<file path="config.mk">
export PLATFORM = sky130hd
export DESIGN_NAME = lsr_top
export DESIGN_NICKNAME = d
export VERILOG_FILES = /design/src/lsr_pkg.sv /design/src/lsr_step_timer.sv /design/src/lsr_top.sv
export VERILOG_INCLUDE_DIRS = /design/src /design/src/src
export SDC_FILE = /design/constraint.sdc
export NUM_CORES = 1
export LEC_CHECK = 0
export ABC_CLOCK_PERIOD_IN_PS = 6900
export BUFFER_PORTS_ARGS = -buffer_cell sky130_fd_sc_hd__buf_2
export CELL_PAD_IN_SITES_DETAIL_PLACEMENT = 1
export CELL_PAD_IN_SITES_GLOBAL_PLACEMENT = 1
export CORE_MARGIN = 4
export CORE_UTILIZATION = 47
export CTS_CLUSTER_SIZE = 30
export DETAILED_ROUTE_END_ITERATION = 7
export GPL_TIMING_DRIVEN = 0
export PLACE_DENSITY_LB_ADDON = 0.25
export RECOVER_POWER = 25
export SLEW_MARGIN = 30
export SYNTH_ARGS = -nofsm -noshare
export SYNTH_HDL_FRONTEND = slang
export SYNTH_SLANG_ARGS = --single-unit
</file>
<file path="constraint.sdc">
create_clock -name mclk -period 6.9 [get_ports mclk]
set_clock_uncertainty 0.05 [all_clocks]
set_input_delay 0.345 -clock mclk [delete_from_list [all_inputs] [get_ports mclk]]
set_output_delay 0.345 -clock mclk [all_outputs]
set_load 0.01 [all_outputs]
</file>
<file path="src/lsr_params.svh">
// Purpose: Constants for the sink routing and ramp block.
// Assumes: 25 MHz mclk.
// Notes:   Times are kept in their own unit; cycle counts derive from them.
`ifndef LSR_PARAMS_SVH
`define LSR_PARAMS_SVH

`define LSR_ADDR_ROUTING  8'h10
`define LSR_ADDR_RAMP     8'h11
`define LSR_ADDR_RUNRAMP  8'h12
`define LSR_ADDR_ZT3      8'h7d
`define LSR_ADDR_ZT4      8'h7e

`define LSR_RST_ROUTING   6'h24
`define LSR_RST_RAMP      6'h00
`define LSR_RST_RUNRAMP   6'h00
`define LSR_RST_ZT3       8'hcc
`define LSR_RST_ZT4       8'hff

`define LSR_SINK1_LSB     0
`define LSR_SINK2_LSB     2
`define LSR_SINK3_LSB     4
`define LSR_UP_LSB        0
`define LSR_DOWN_LSB      3

`define LSR_CLK_PERIOD_NS 40
`define LSR_STEP_FAST_NS  8000
`define LSR_STEP_SLOW_NS  1024000
`define LSR_STEP_FAST_CYC ((`LSR_STEP_FAST_NS + `LSR_CLK_PERIOD_NS - 1) / `LSR_CLK_PERIOD_NS)
`define LSR_STEP_SLOW_CYC ((`LSR_STEP_SLOW_NS + `LSR_CLK_PERIOD_NS - 1) / `LSR_CLK_PERIOD_NS)

`endif

</file>
<file path="src/lsr_pkg.sv">
// Purpose: Types for the sink routing and ramp block.
// Assumes: Constants come from lsr_params.svh.
// Notes:   None.
package lsr_pkg;

  typedef enum logic [1:0] {PH_OFF, PH_STARTUP, PH_RUN, PH_SHUTDOWN} lsr_phase_t;

  typedef struct packed {
    logic       wrEn;
    logic       rdEn;
    logic [7:0] addr;
    logic [7:0] wrData;
  } lsr_reg_req_t;

  typedef struct packed {
    lsr_phase_t phase;
    logic [7:0] level;
    logic       pwm;
  } lsr_sink_t;

  typedef struct packed {
    logic [5:0]            routing;
    logic [5:0]            ramp;
    logic [5:0]            runRamp;
    logic [7:0]            zt3;
    logic [7:0]            zt4;
    logic [7:0]            rdData;
    logic                  rdValid;
    lsr_sink_t [2:0]       sink;
  } lsr_state_t;

  typedef struct packed {
    logic [20:0] cnt;
    logic        tick;
  } lsr_tmr_state_t;

endpackage : lsr_pkg

</file>
<file path="src/lsr_step_timer.sv">
// Purpose: Step interval timer for one current sink ramp.
// Assumes: Code 0 is the fast step; codes 1..7 double from the slow base.
// Notes:   Tick is a one-cycle pulse every interval while run is high.
`timescale 1ns/1ns
`default_nettype none
`include "lsr_params.svh"

module lsr_step_timer
  import lsr_pkg::*;
#(
  parameter logic [20:0] SLOW_CYC = 21'(`LSR_STEP_SLOW_CYC)
)
(
  input  wire logic       mclk,  // Clock.
  input  wire logic       rst,   // Asynchronous reset.
  input  wire logic       ce,    // Clock enable.
  input  wire logic       run,   // Count while high.
  input  wire logic [2:0] code,  // Step interval code.
  output logic            tick   // Interval elapsed pulse.
);

  localparam logic [20:0] FAST_CYC = 21'(`LSR_STEP_FAST_CYC);

  lsr_tmr_state_t state_ff;
  lsr_tmr_state_t nxt_state;
  logic [20:0]    limit;

  // Interval doubles with each code above one; code 1 is the slow base.
  assign limit = (code == 3'h0) ? FAST_CYC : 21'(SLOW_CYC << (code - 3'h1));

  always_comb
  begin
    nxt_state = state_ff;
    nxt_state.tick = 1'b0;
    if (!run)
    begin
      nxt_state.cnt = 21'h0;
    end
    else if (state_ff.cnt >= limit - 21'h1)
    begin
      nxt_state.cnt  = 21'h0;
      nxt_state.tick = 1'b1;
    end
    else
    begin
      nxt_state.cnt = state_ff.cnt + 21'h1;
    end
  end

  always_ff @(posedge mclk or posedge rst)
  begin
    if (rst)
    begin
      state_ff <= '0;
    end
    else if (ce)
    begin
      state_ff <= nxt_state;
    end
  end

  assign tick = state_ff.tick;

endmodule : lsr_step_timer
`default_nettype wire

</file>
<file path="src/lsr_top.sv">
// Purpose: Sink-to-group routing, ramp settings and start-up/shutdown ramping.
// Assumes: An I2C slave engine outside presents decoded register accesses.
// Notes:   Each sink owns a step timer so sinks on different groups ramp apart.
// How it works
// - Sink one group from bits 1:0.
// - Sink two group from bits 3:2.
// - Sink three group from bits 5:4.
// - Enable ramps current up at startup interval.
// - Shutdown ramps current to zero at shutdown interval.
// - Code 0 is 8 us, code 1 is 1024 us, then doubling.
// - Group C zone target three resets 0xCC.
// - Group C zone target four resets 0xFF.
// - After target reached, use run-time ramp.
`timescale 1ns/1ns
`default_nettype none
`include "lsr_params.svh"

module lsr_top
  import lsr_pkg::*;
#(
  parameter logic [20:0] SLOW_STEP_CYC = 21'(`LSR_STEP_SLOW_CYC)
)
(
  input  wire logic             mclk,         // Clock, 25 MHz.
  input  wire logic             rst,          // Asynchronous reset, active high.
  input  wire logic             ce,           // Clock enable; freezes all state when low.
  input  wire lsr_reg_req_t     regReq,       // Register access from the I2C engine.
  output logic [7:0]            regRdData,    // Read data, registered.
  output logic                  regRdValid,   // Read data valid pulse.
  input  wire logic             sinkEnable,   // Sinks switched on by the host.
  input  wire logic [2:0][7:0]  groupTarget,  // Brightness code of groups A, B, C.
  input  wire logic [2:0]       groupPwm,     // PWM level of groups A, B, C.
  output logic [2:0][1:0]       sinkGroup,    // Group index driving each sink.
  output logic [2:0][7:0]       sinkLevel,    // Ramped current code of each sink.
  output logic [2:0]            sinkPwm,      // Routed PWM of each sink.
  output logic [7:0]            zoneTarget3,  // Group C zone target three.
  output logic [7:0]            zoneTarget4   // Group C zone target four.
);

  lsr_state_t       state_ff;
  lsr_state_t       nxt_state;
  logic [2:0]       tmrRun;
  logic [2:0][2:0]  tmrCode;
  logic [2:0]       tmrTick;
  logic [2:0][7:0]  sinkGoal;

  // Two-bit routing field to group index; 1x is group C.
  function automatic logic [1:0] grpIdx(input logic [1:0] field);
    grpIdx = field[1] ? 2'h2 : {1'b0, field[0]};
  endfunction : grpIdx

  function automatic logic [1:0] sinkField(input logic [5:0] routing, input int idx);
    sinkField = routing[2*idx +: 2];
  endfunction : sinkField

  generate
    for (genvar i = 0; i < 3; i++)
    begin : g_sink
      logic [1:0] grp;
      lsr_sink_t  s;

      assign s   = state_ff.sink[i];
      assign grp = grpIdx(sinkField(state_ff.routing, i));

      // Shutdown always heads for zero, whatever the group target is.
      assign sinkGoal[i] = (s.phase == PH_SHUTDOWN || s.phase == PH_OFF) ? 8'h0 : groupTarget[grp];

      assign tmrRun[i] = (s.phase != PH_OFF) && (s.level != sinkGoal[i]);

      always_comb
      begin
        case (s.phase)
          PH_STARTUP:  tmrCode[i] = state_ff.ramp[`LSR_UP_LSB +: 3];
          PH_SHUTDOWN: tmrCode[i] = state_ff.ramp[`LSR_DOWN_LSB +: 3];
          PH_RUN:      tmrCode[i] = (s.level < sinkGoal[i]) ?
                                    state_ff.runRamp[`LSR_UP_LSB +: 3] :
                                    state_ff.runRamp[`LSR_DOWN_LSB +: 3];
          default:     tmrCode[i] = 3'h0;
        endcase
      end

      lsr_step_timer #(
        .SLOW_CYC (SLOW_STEP_CYC)
      ) u_timer (
        .mclk (mclk),
        .rst  (rst),
        .ce   (ce),
        .run  (tmrRun[i]),
        .code (tmrCode[i]),
        .tick (tmrTick[i])
      );

      assign sinkGroup[i] = grp;
      assign sinkLevel[i] = s.level;
      assign sinkPwm[i]   = s.pwm;
    end
  endgenerate

  always_comb
  begin
    nxt_state = state_ff;
    nxt_state.rdValid = 1'b0;

    // Register writes; bits 7:6 of the configuration bytes are not stored.
    if (regReq.wrEn)
    begin
      case (regReq.addr)
        `LSR_ADDR_ROUTING: nxt_state.routing = regReq.wrData[5:0];
        `LSR_ADDR_RAMP:    nxt_state.ramp    = regReq.wrData[5:0];
        `LSR_ADDR_RUNRAMP: nxt_state.runRamp = regReq.wrData[5:0];
        `LSR_ADDR_ZT3:     nxt_state.zt3     = regReq.wrData;
        `LSR_ADDR_ZT4:     nxt_state.zt4     = regReq.wrData;
        default:           nxt_state.routing = state_ff.routing;
      endcase
    end

    // Reads of unmapped addresses return zero.
    if (regReq.rdEn)
    begin
      nxt_state.rdValid = 1'b1;
      case (regReq.addr)
        `LSR_ADDR_ROUTING: nxt_state.rdData = {2'b00, state_ff.routing};
        `LSR_ADDR_RAMP:    nxt_state.rdData = {2'b00, state_ff.ramp};
        `LSR_ADDR_RUNRAMP: nxt_state.rdData = {2'b00, state_ff.runRamp};
        `LSR_ADDR_ZT3:     nxt_state.rdData = state_ff.zt3;
        `LSR_ADDR_ZT4:     nxt_state.rdData = state_ff.zt4;
        default:           nxt_state.rdData = 8'h00;
      endcase
    end

    for (int i = 0; i < 3; i++)
    begin
      nxt_state.sink[i].pwm = groupPwm[grpIdx(sinkField(state_ff.routing, i))];

      // One code per elapsed interval, toward the current goal.
      if (tmrTick[i] && state_ff.sink[i].level < sinkGoal[i])
      begin
        nxt_state.sink[i].level = state_ff.sink[i].level + 8'h01;
      end
      else if (tmrTick[i] && state_ff.sink[i].level > sinkGoal[i])
      begin
        nxt_state.sink[i].level = state_ff.sink[i].level - 8'h01;
      end

      case (state_ff.sink[i].phase)
        PH_OFF:
        begin
          nxt_state.sink[i].level = 8'h00;
          if (sinkEnable)
          begin
            nxt_state.sink[i].phase = PH_STARTUP;
          end
        end
        PH_STARTUP:
        begin
          if (!sinkEnable)
          begin
            nxt_state.sink[i].phase = PH_SHUTDOWN;
          end
          else if (state_ff.sink[i].level == sinkGoal[i])
          begin
            nxt_state.sink[i].phase = PH_RUN;
          end
        end
        PH_RUN:
        begin
          if (!sinkEnable)
          begin
            nxt_state.sink[i].phase = PH_SHUTDOWN;
          end
        end
        PH_SHUTDOWN:
        begin
          if (sinkEnable)
          begin
            nxt_state.sink[i].phase = PH_STARTUP;
          end
          else if (state_ff.sink[i].level == 8'h00)
          begin
            nxt_state.sink[i].phase = PH_OFF;
          end
        end
        default:
        begin
          nxt_state.sink[i].phase = PH_OFF;
        end
      endcase
    end
  end

  always_ff @(posedge mclk or posedge rst)
  begin
    if (rst)
    begin
      state_ff         <= '0;
      state_ff.routing <= `LSR_RST_ROUTING;
      state_ff.ramp    <= `LSR_RST_RAMP;
      state_ff.runRamp <= `LSR_RST_RUNRAMP;
      state_ff.zt3     <= `LSR_RST_ZT3;
      state_ff.zt4     <= `LSR_RST_ZT4;
    end
    else if (ce)
    begin
      state_ff <= nxt_state;
    end
  end

  assign regRdData   = state_ff.rdData;
  assign regRdValid  = state_ff.rdValid;
  assign zoneTarget3 = state_ff.zt3;
  assign zoneTarget4 = state_ff.zt4;

endmodule : lsr_top
`default_nettype wire

</file>
== Yosys cells after proc, flatten, opt, wreduce, memory -nomap -nowiden ==
Index checks and enable logic that the tools add are counted.

* Register bits: 142
* Word-level logic and storage cells: 190

* Equal/unequal tests: 32
* Reduce and logical (&&, ||, !) cells: 39
* $lt $le $gt $ge: 12
* Muxes and demuxes: 67
* Add/sub/neg operators: 15
* Shifts and indexed selects: 3

{| class="wikitable"
|+ Operators by type and width
! kind !! count
|-
| 2-to-1 mux 21 bit || 9
|-
| 2-to-1 mux 8 bit || 15
|-
| adder 21 x 1 -> 21 bit, second input constant || 3
|-
| >= comparator 21 bit || 3
|-
| << shifter 15 x 3 -> 21 bit, first input constant || 3
|-
| subtractor 21 x 1 -> 21 bit, second input constant || 3
|-
| binary-select mux 8 bit (select 2 bit) || 3
|-
| case mux 8 bit (5 select lines) || 1
|-
| 2-to-1 mux 2 bit || 17
|-
| case mux 3 bit (3 select lines) || 3
|-
| adder 8 x 1 -> 8 bit, second input constant || 3
|-
| == test 8 x 5 -> 1 bit, second input constant || 3
|-
| == test 8 bit || 3
|-
| greater-than comparator 8 bit || 3
|-
| zero test 8 bit || 3
|-
| less-than comparator 8 bit || 3
|-
| != test 8 bit || 3
|-
| case mux 2 bit (4 select lines) || 3
|-
| subtractor 8 x 1 -> 8 bit, second input constant || 3
|-
| == test 8 x 7 -> 1 bit, second input constant || 2
|-
| AND reduction 3 bit || 5
|-
| AND reduction 5 bit || 3
|-
| == test 2 bit, second input constant || 6
|-
| != test 2 bit, second input constant || 6
|-
| other kinds (15) || 59
|}

== Depth between registers and ports, before layout ==
* Word-level depth: 14
* Depth in mapped cells: 30
* Gate-level depth less buffers: 27

== By module ==
From an unflattened synthesis, not the netlist that was laid out.

* Cells, all modules: 1,491
* Area, all modules: 12,859.8 um2

{| class="wikitable"
|+ By module, submodules not included
! module !! instances !! sequential area each (um2) !! area each (um2) !! cells an instance
|-
| lsr_top || 1 || 1,919.3 || 6,387.4 || 696
|-
| lsr_step_timer (g_sink[0].u_timer) || 1 || 550.5 || 2,218.4 || 267
|-
| lsr_step_timer (g_sink[2].u_timer) || 1 || 550.5 || 2,185.8 || 269
|-
| lsr_step_timer (g_sink[1].u_timer) || 1 || 550.5 || 2,068.2 || 259
|}

== Worst setup path after synthesis ==
No wires, ideal clock.

* Path kind: reg2reg
* Start point: reg state_ff[72] (netlist bit)
* End point: reg g_sink[1].u_timer.state_ff[19] (netlist bit)
* Setup slack: 638 ps
* Library setup time: 99 ps
* Arrival time: 6,113 ps
* Data required time: 6,751 ps
* Cell stages (with the launch flop): 30
* Path through: dfstp_2 buf_1 mux2i_1 o21ai_0 nand2_1 ha_1 a211oi_1 a211o_1 nand4_1 a31oi_2 inv_1 ha_1 ha_1 clkbuf_1 clkinv_1 nand2_1 a21oi_1 nand2b_1 mux2_2 a211o_1 ha_1 a21o_1 a21oi_1 o22ai_1 a211o_1 a31oi_1 and2_1 buf_6 nand2_8 o311ai_4

* Longest elaborated chain between the ends: 14
* Elaborated cells on any way between the ends: 17
* Classes of those cells: add/sub (2); order compare (2); eq/ne (1); shift (1); mux (9); reduce/logical (2)

{| class="wikitable"
|+ Ends and longest elaborated chain
! item !! RTL line !! source
|-
| from (decl) || lsr_top.sv:40 || <nowiki>lsr_state_t state_ff;</nowiki>
|-
| from (signal assigned) || lsr_top.sv:204 || <nowiki>state_ff <= nxt_state;</nowiki>
|-
| 2-to-1 mux 2 bit * || lsr_top.sv:49 || <nowiki>grpIdx = field[1] ? 2'h2 : {1'b0, field[0]};</nowiki>
|-
| binary-select mux 8 bit (select 2 bit) * || lsr_top.sv:66 || <nowiki>assign sinkGoal[i] = (s.phase == PH_SHUTDOWN || s.phase == PH_OFF) ? 8'h0 : groupTarget[grp];</nowiki>
|-
| 2-to-1 mux 8 bit (implied by the code) * || lsr_top.sv:66 ||
|-
| 2-to-1 mux 8 bit * || lsr_top.sv:66 ||
|-
| less-than comparator 8 bit || lsr_top.sv:75 || <nowiki>PH_RUN: tmrCode[i] = (s.level < sinkGoal[i]) ?</nowiki>
|-
| 2-to-1 mux 3 bit || lsr_top.sv:75 ||
|-
| case mux 3 bit (3 select lines) || lsr_top.sv:72 || <nowiki>case (s.phase)</nowiki>
|-
| subtractor 3 x 1 -> 3 bit || lsr_step_timer.sv:29 || <nowiki>assign limit = (code == 3'h0) ? FAST_CYC : 21'(SLOW_CYC << (code - 3'h1));</nowiki>
|-
| << shifter 15 x 3 -> 21 bit || lsr_step_timer.sv:29 ||
|-
| 2-to-1 mux 21 bit || lsr_step_timer.sv:29 ||
|-
| subtractor 21 x 1 -> 21 bit || lsr_step_timer.sv:39 || <nowiki>else if (state_ff.cnt >= limit - 21'h1)</nowiki>
|-
| >= comparator 21 bit || lsr_step_timer.sv:39 ||
|-
| 2-to-1 mux 21 bit || lsr_step_timer.sv:39 ||
|-
| 2-to-1 mux 21 bit * || lsr_step_timer.sv:35 || <nowiki>if (!run)</nowiki>
|-
| to (signal assigned) || lsr_step_timer.sv:58 || <nowiki>state_ff <= nxt_state;</nowiki>
|-
| to (decl) || lsr_step_timer.sv:24 || <nowiki>lsr_tmr_state_t state_ff;</nowiki>
|}

Every way passes the cells marked *; elsewhere a longest branch is shown, timed or not. The select of a mux whose other input is x is not followed.
A chain may end at the register's enable or synchronous reset.

== Worst setup path after layout ==
* Start point: reg state_ff[72] (netlist bit)
* End point: reg g_sink[1].u_timer.state_ff[7] (netlist bit)

Same word-level chain as after synthesis.

==> impl_results.md <==
* Total number of vias at 11,043
* Pre-antenna DRT Iters at 6
* Min-delay worst type: in -> reg
* Mean Syn Cell Area at 8.818 um^2
* Met2 Wirelength at 18,740 um
* Register area share after synthesis at 29.93%
* IO Port Bufs at 105
* Drt drc at 0
* # rows at 58
* Area used by multi-input combinational logic at 0.007610 mm^2
* Fmax at 151.7 MHz
* Critical path peak fanout at 10
* Max VDD drop at 0.2139 mV
* CP required at 7230 ps
* 1st-iter DRT viols at 661
* Final Max Slew Viols at 60
* Nets at 1,659
* Max_slew headroom at -129.6%
* Crit path kind: reg -> reg
* Critical path origin: state_ff[72]$_DFFE_PP1P_
* Top Ports at 107
* Final hold viol count at 0
* Core area at 0.02511 mm^2
* Filler-free cell count of the finished design at 1,821
* Metal3 WL at 1760 um
* Failing checks: max-capacitance violations, max-slew violations
* Worst R2R Start: state_ff[72]$_DFFE_PP1P_
* Layout area overhead at 13.90%
* CP Capture Type: flop
* Die height at 167.3 um
* Fraction of registers with async set/reset at 100.0%
* Grt ovf at 0
* Highest metal used: met5
* TritonCTS Sinks at 142
* Wirelength per Cell at 20.98 um
* Placed Cells at 1,790
* Crit-path max cell delay at 610 ps
* Total Power at 4.428 mW
* Seq cells post-synth at 142
* Global-route usage over all layers at 27.10%
* CTS max path bufs at 2
* Min-delay src: regReq[6]
* GP Congestion at 0.8735
* First-pass GRT wire length at 62,150 um
* Setup crit start kind: flop
* Max_cap viols at 1
* CP delay by family, top: compound AO/OA/AOI/OAI gates
* CTS tree: yes
* Post-Syn Nets at 1,534
* Buffers and inverters on the worst path at 3
* Skew-Pair Late Insertion Delay at 450 ps
* # fillers at 3,058
* Layout cells sized above 1 at 20.72%
* Post-Synthesis Cell Area at 0.01193 mm^2
* Worst R2R Setup Slack at 310 ps
* Initial core utilization at 47.51%
* Worst path arrival time at 6920 ps
* Final worst slack at 306.5 ps
* Final WL at 38,210 um
* Place WS at -868.8 ps
* Outcome: finished with violations
* Vias in the first global route at 11,527
* M1 WL at 16,500 um
* Post-synth EDFFs at 0
* Ys Warns at 0
* Yosys cell types at 77
* Measured slew at the worst slew-check pin at 3444 ps
* Largest net degree at the start of global routing at 61
* Final period utilization at 95.56%
* Antenna fix cells at 0
* Via/cell ratio at 6.064
* FF+latch area at 0.003573 mm^2
* R2R depth at 27
* Crit. path cell count at 27
* Die ar. at 0.02800 mm^2
* CTS buffer count at 17
* HPWL after detailed placement at 28,410 um
* Synth Instances at 1,353
* Post-route ant nets at 0
* PwrDens at 325.8 mW/mm^2
* Min-Delay Path Depth at 2
* DIE WIDTH at 167.3 um
* H-Tree Depth at 4
* Final setup violation count at 0
* Clock Root Buffer: clkbuf_16
* Prevailing post-synth register cell: dfrtp_1
* Leak pwr at 6.441 nW
* CP max stage cell: dfstp_2
* Initial antenna violation count at 5
* Fin crit period at 6594 ps
* CTS clk-pin slew, worst paths at 70 ps
-- sequential cells by signal, indices dropped and copies added, names as in the netlist, 3 cells and up --
| signal | flops |
|---|---|
| sinkLevel | 24 |
| zoneTarget4 | 8 |
| g_sink.s | 6 |
| g_sink.u_timer.tick | 3 |
| state_ff | 18 |
| regRdData | 8 |
| zoneTarget3 | 8 |
| g_sink.u_timer.state_ff | 63 |
| sinkPwm | 3 |
-- path summary, 6_finish.rpt --
| path | end |
|---|---|
| worst max-delay path | g_sink[1].u_timer.state_ff[7]$_DFFE_PP0P_ |
| worst min-delay path | zoneTarget4[6]$_DFFE_PP1P_ |
| worst max register to register | g_sink[1].u_timer.state_ff[7]$_DFFE_PP0P_ |
| worst min register to register | regRdData[5]$_DFFE_PP0P_ |
| max in group asynchronous | state_ff[70]$_DFFE_PP0P_ |
| min in group asynchronous | g_sink[1].u_timer.state_ff[6]$_DFFE_PP0P_ |
-- kinds of logic (layout without fill, tap and decap cells) --
| kind of cell | count (synthesis) | in the layout | synth area share [%] |
|---|---|---|---|
| multiplexers | 78 | 78 | 7.006 |
| flip-flops | 142 | 142 | 29.93 |
| buffers and inverters | 152 | 290 | 6.765 |
| AO/OA/AOI/OAI | 387 | 387 | 22.50 |
| XOR/XNOR | 31 | 31 | 2.276 |
| adder cells (fa/ha/maj) | 132 | 132 | 14.03 |
| AND/OR/NAND/NOR | 431 | 431 | 17.49 |
-- cell usage after synthesis (all sizes together), types with 28 or more instances --
cell type	number	area, um^2
a21o	52	390.4
a21oi	70	350.3
buf	66	474.2
clkbuf	48	190.2
dfrtp	128	3203
ha	129	1614
inv	37	138.9
mux2	44	495.5
mux2i	34	340.3
nand2	154	594.3
nand3	41	210.2
nor2	79	309.0
nor3	28	140.1
o21ai	93	465.5
-- power breakdown --
part	internal, mW	switching (mW)	leakage (nW)
registers	0.949	0.177	1.89
clock network	0.526	0.445	0.293
logic	0.909	1.42	4.26
total	2.38	2.04	6.44
-- final cells by class --
| class | instances | area share, % |
|---|---|---|
| inverter | 38 | 1.068 |
| sequential | 142 | 26.30 |
| multi-input combinational | 1059 | 56.00 |
| buffer | 109 | 4.843 |
| clock buffer | 18 | 3.232 |
| clock inverter | 14 | 1.179 |
| tap | 330 | 3.039 |
| timing repair buffer | 111 | 4.337 |
-- worst reg2reg max path, stage by stage, from the launching register on --
cell      delay [ps]
dfstp_2          610
buf_4            270
mux2i_1          110
o21ai_0          170
nand2_1           90
ha_1             330
a211oi_2         350
a211o_1          300
nand4_1          230
a31oi_4          290
inv_1            140
ha_1             210
ha_2             430
clkinv_2         170
nand2_1          100
a21oi_1          100
nand2b_1         100
mux2_2           330
a211o_1          270
ha_1             180
a21o_1           150
a21oi_1          140
o22ai_1           90
a211o_1          280
a31oi_2          230
nand2_1          200
nor2_2           420
a22o_1           220
-- what timing repair did --
item / CTS / global route
pin swaps: 0 / 2
hold buffers: 1 / 0
hold endpoints to repair: 26 / 0
setup endpoints to repair: 46 / 63
gates resized for setup: 8 / 26
buffers inserted: 0 / 3
-- routing by layer --
layer  vias to the layer above  global-route usage, %
li1                       5174                      -
met1                      5525                  34.80
met2                       246                  45.99
met3                        88                  5.005
met4                        10                  9.386
met5                         -                      0
-- stage by stage --
| step | util [%] | area (um^2) | TNS, ps | hold slack (ps) |
|---|---|---|---|---|
| 2_1_floorplan | - | 11930 | 0 | 400.6 |
| 3_3_place_gp | 51.25 | 12870 | -14750 | 413.8 |
| 3_5_place_dp | 51.50 | 12930 | -21850 | 272.5 |
| 4_1_cts | 54.03 | 13570 | 0 | 94.77 |
| 5_1_grt | 54.12 | 13590 | -8.892 | 106.6 |
| 6_report | 54.12 | 13590 | 0 | 105.1 |
-- placed cells by master, fill, tap and decap left out, types with 10 or more instances in the layout --
cell type,netlist,routed
nand2_1,153,153
ha_1,129,127
dfrtp_1,128,126
buf_2,4,109
o21ai_0,89,87
nor2_1,76,76
a21oi_1,70,70
buf_4,57,61
a21o_1,52,52
mux2_2,44,44
nand3_1,40,40
clkbuf_1,47,38
inv_1,35,34
mux2i_1,34,34
and3_1,26,26
nor3_1,28,25
nor2b_1,24,24
a31oi_1,25,24
nor4_1,20,20
xor2_1,19,19
a22oi_1,19,19
clkbuf_16,0,17
nand2b_1,16,16
dfstp_2,14,14
nand4_1,13,13
a211oi_1,14,13
xnor2_1,12,12
o2bb2ai_1,12,12
o31ai_1,10,10
a22o_1,10,10
No activity file was read; power rests on OpenSTA's default activity.
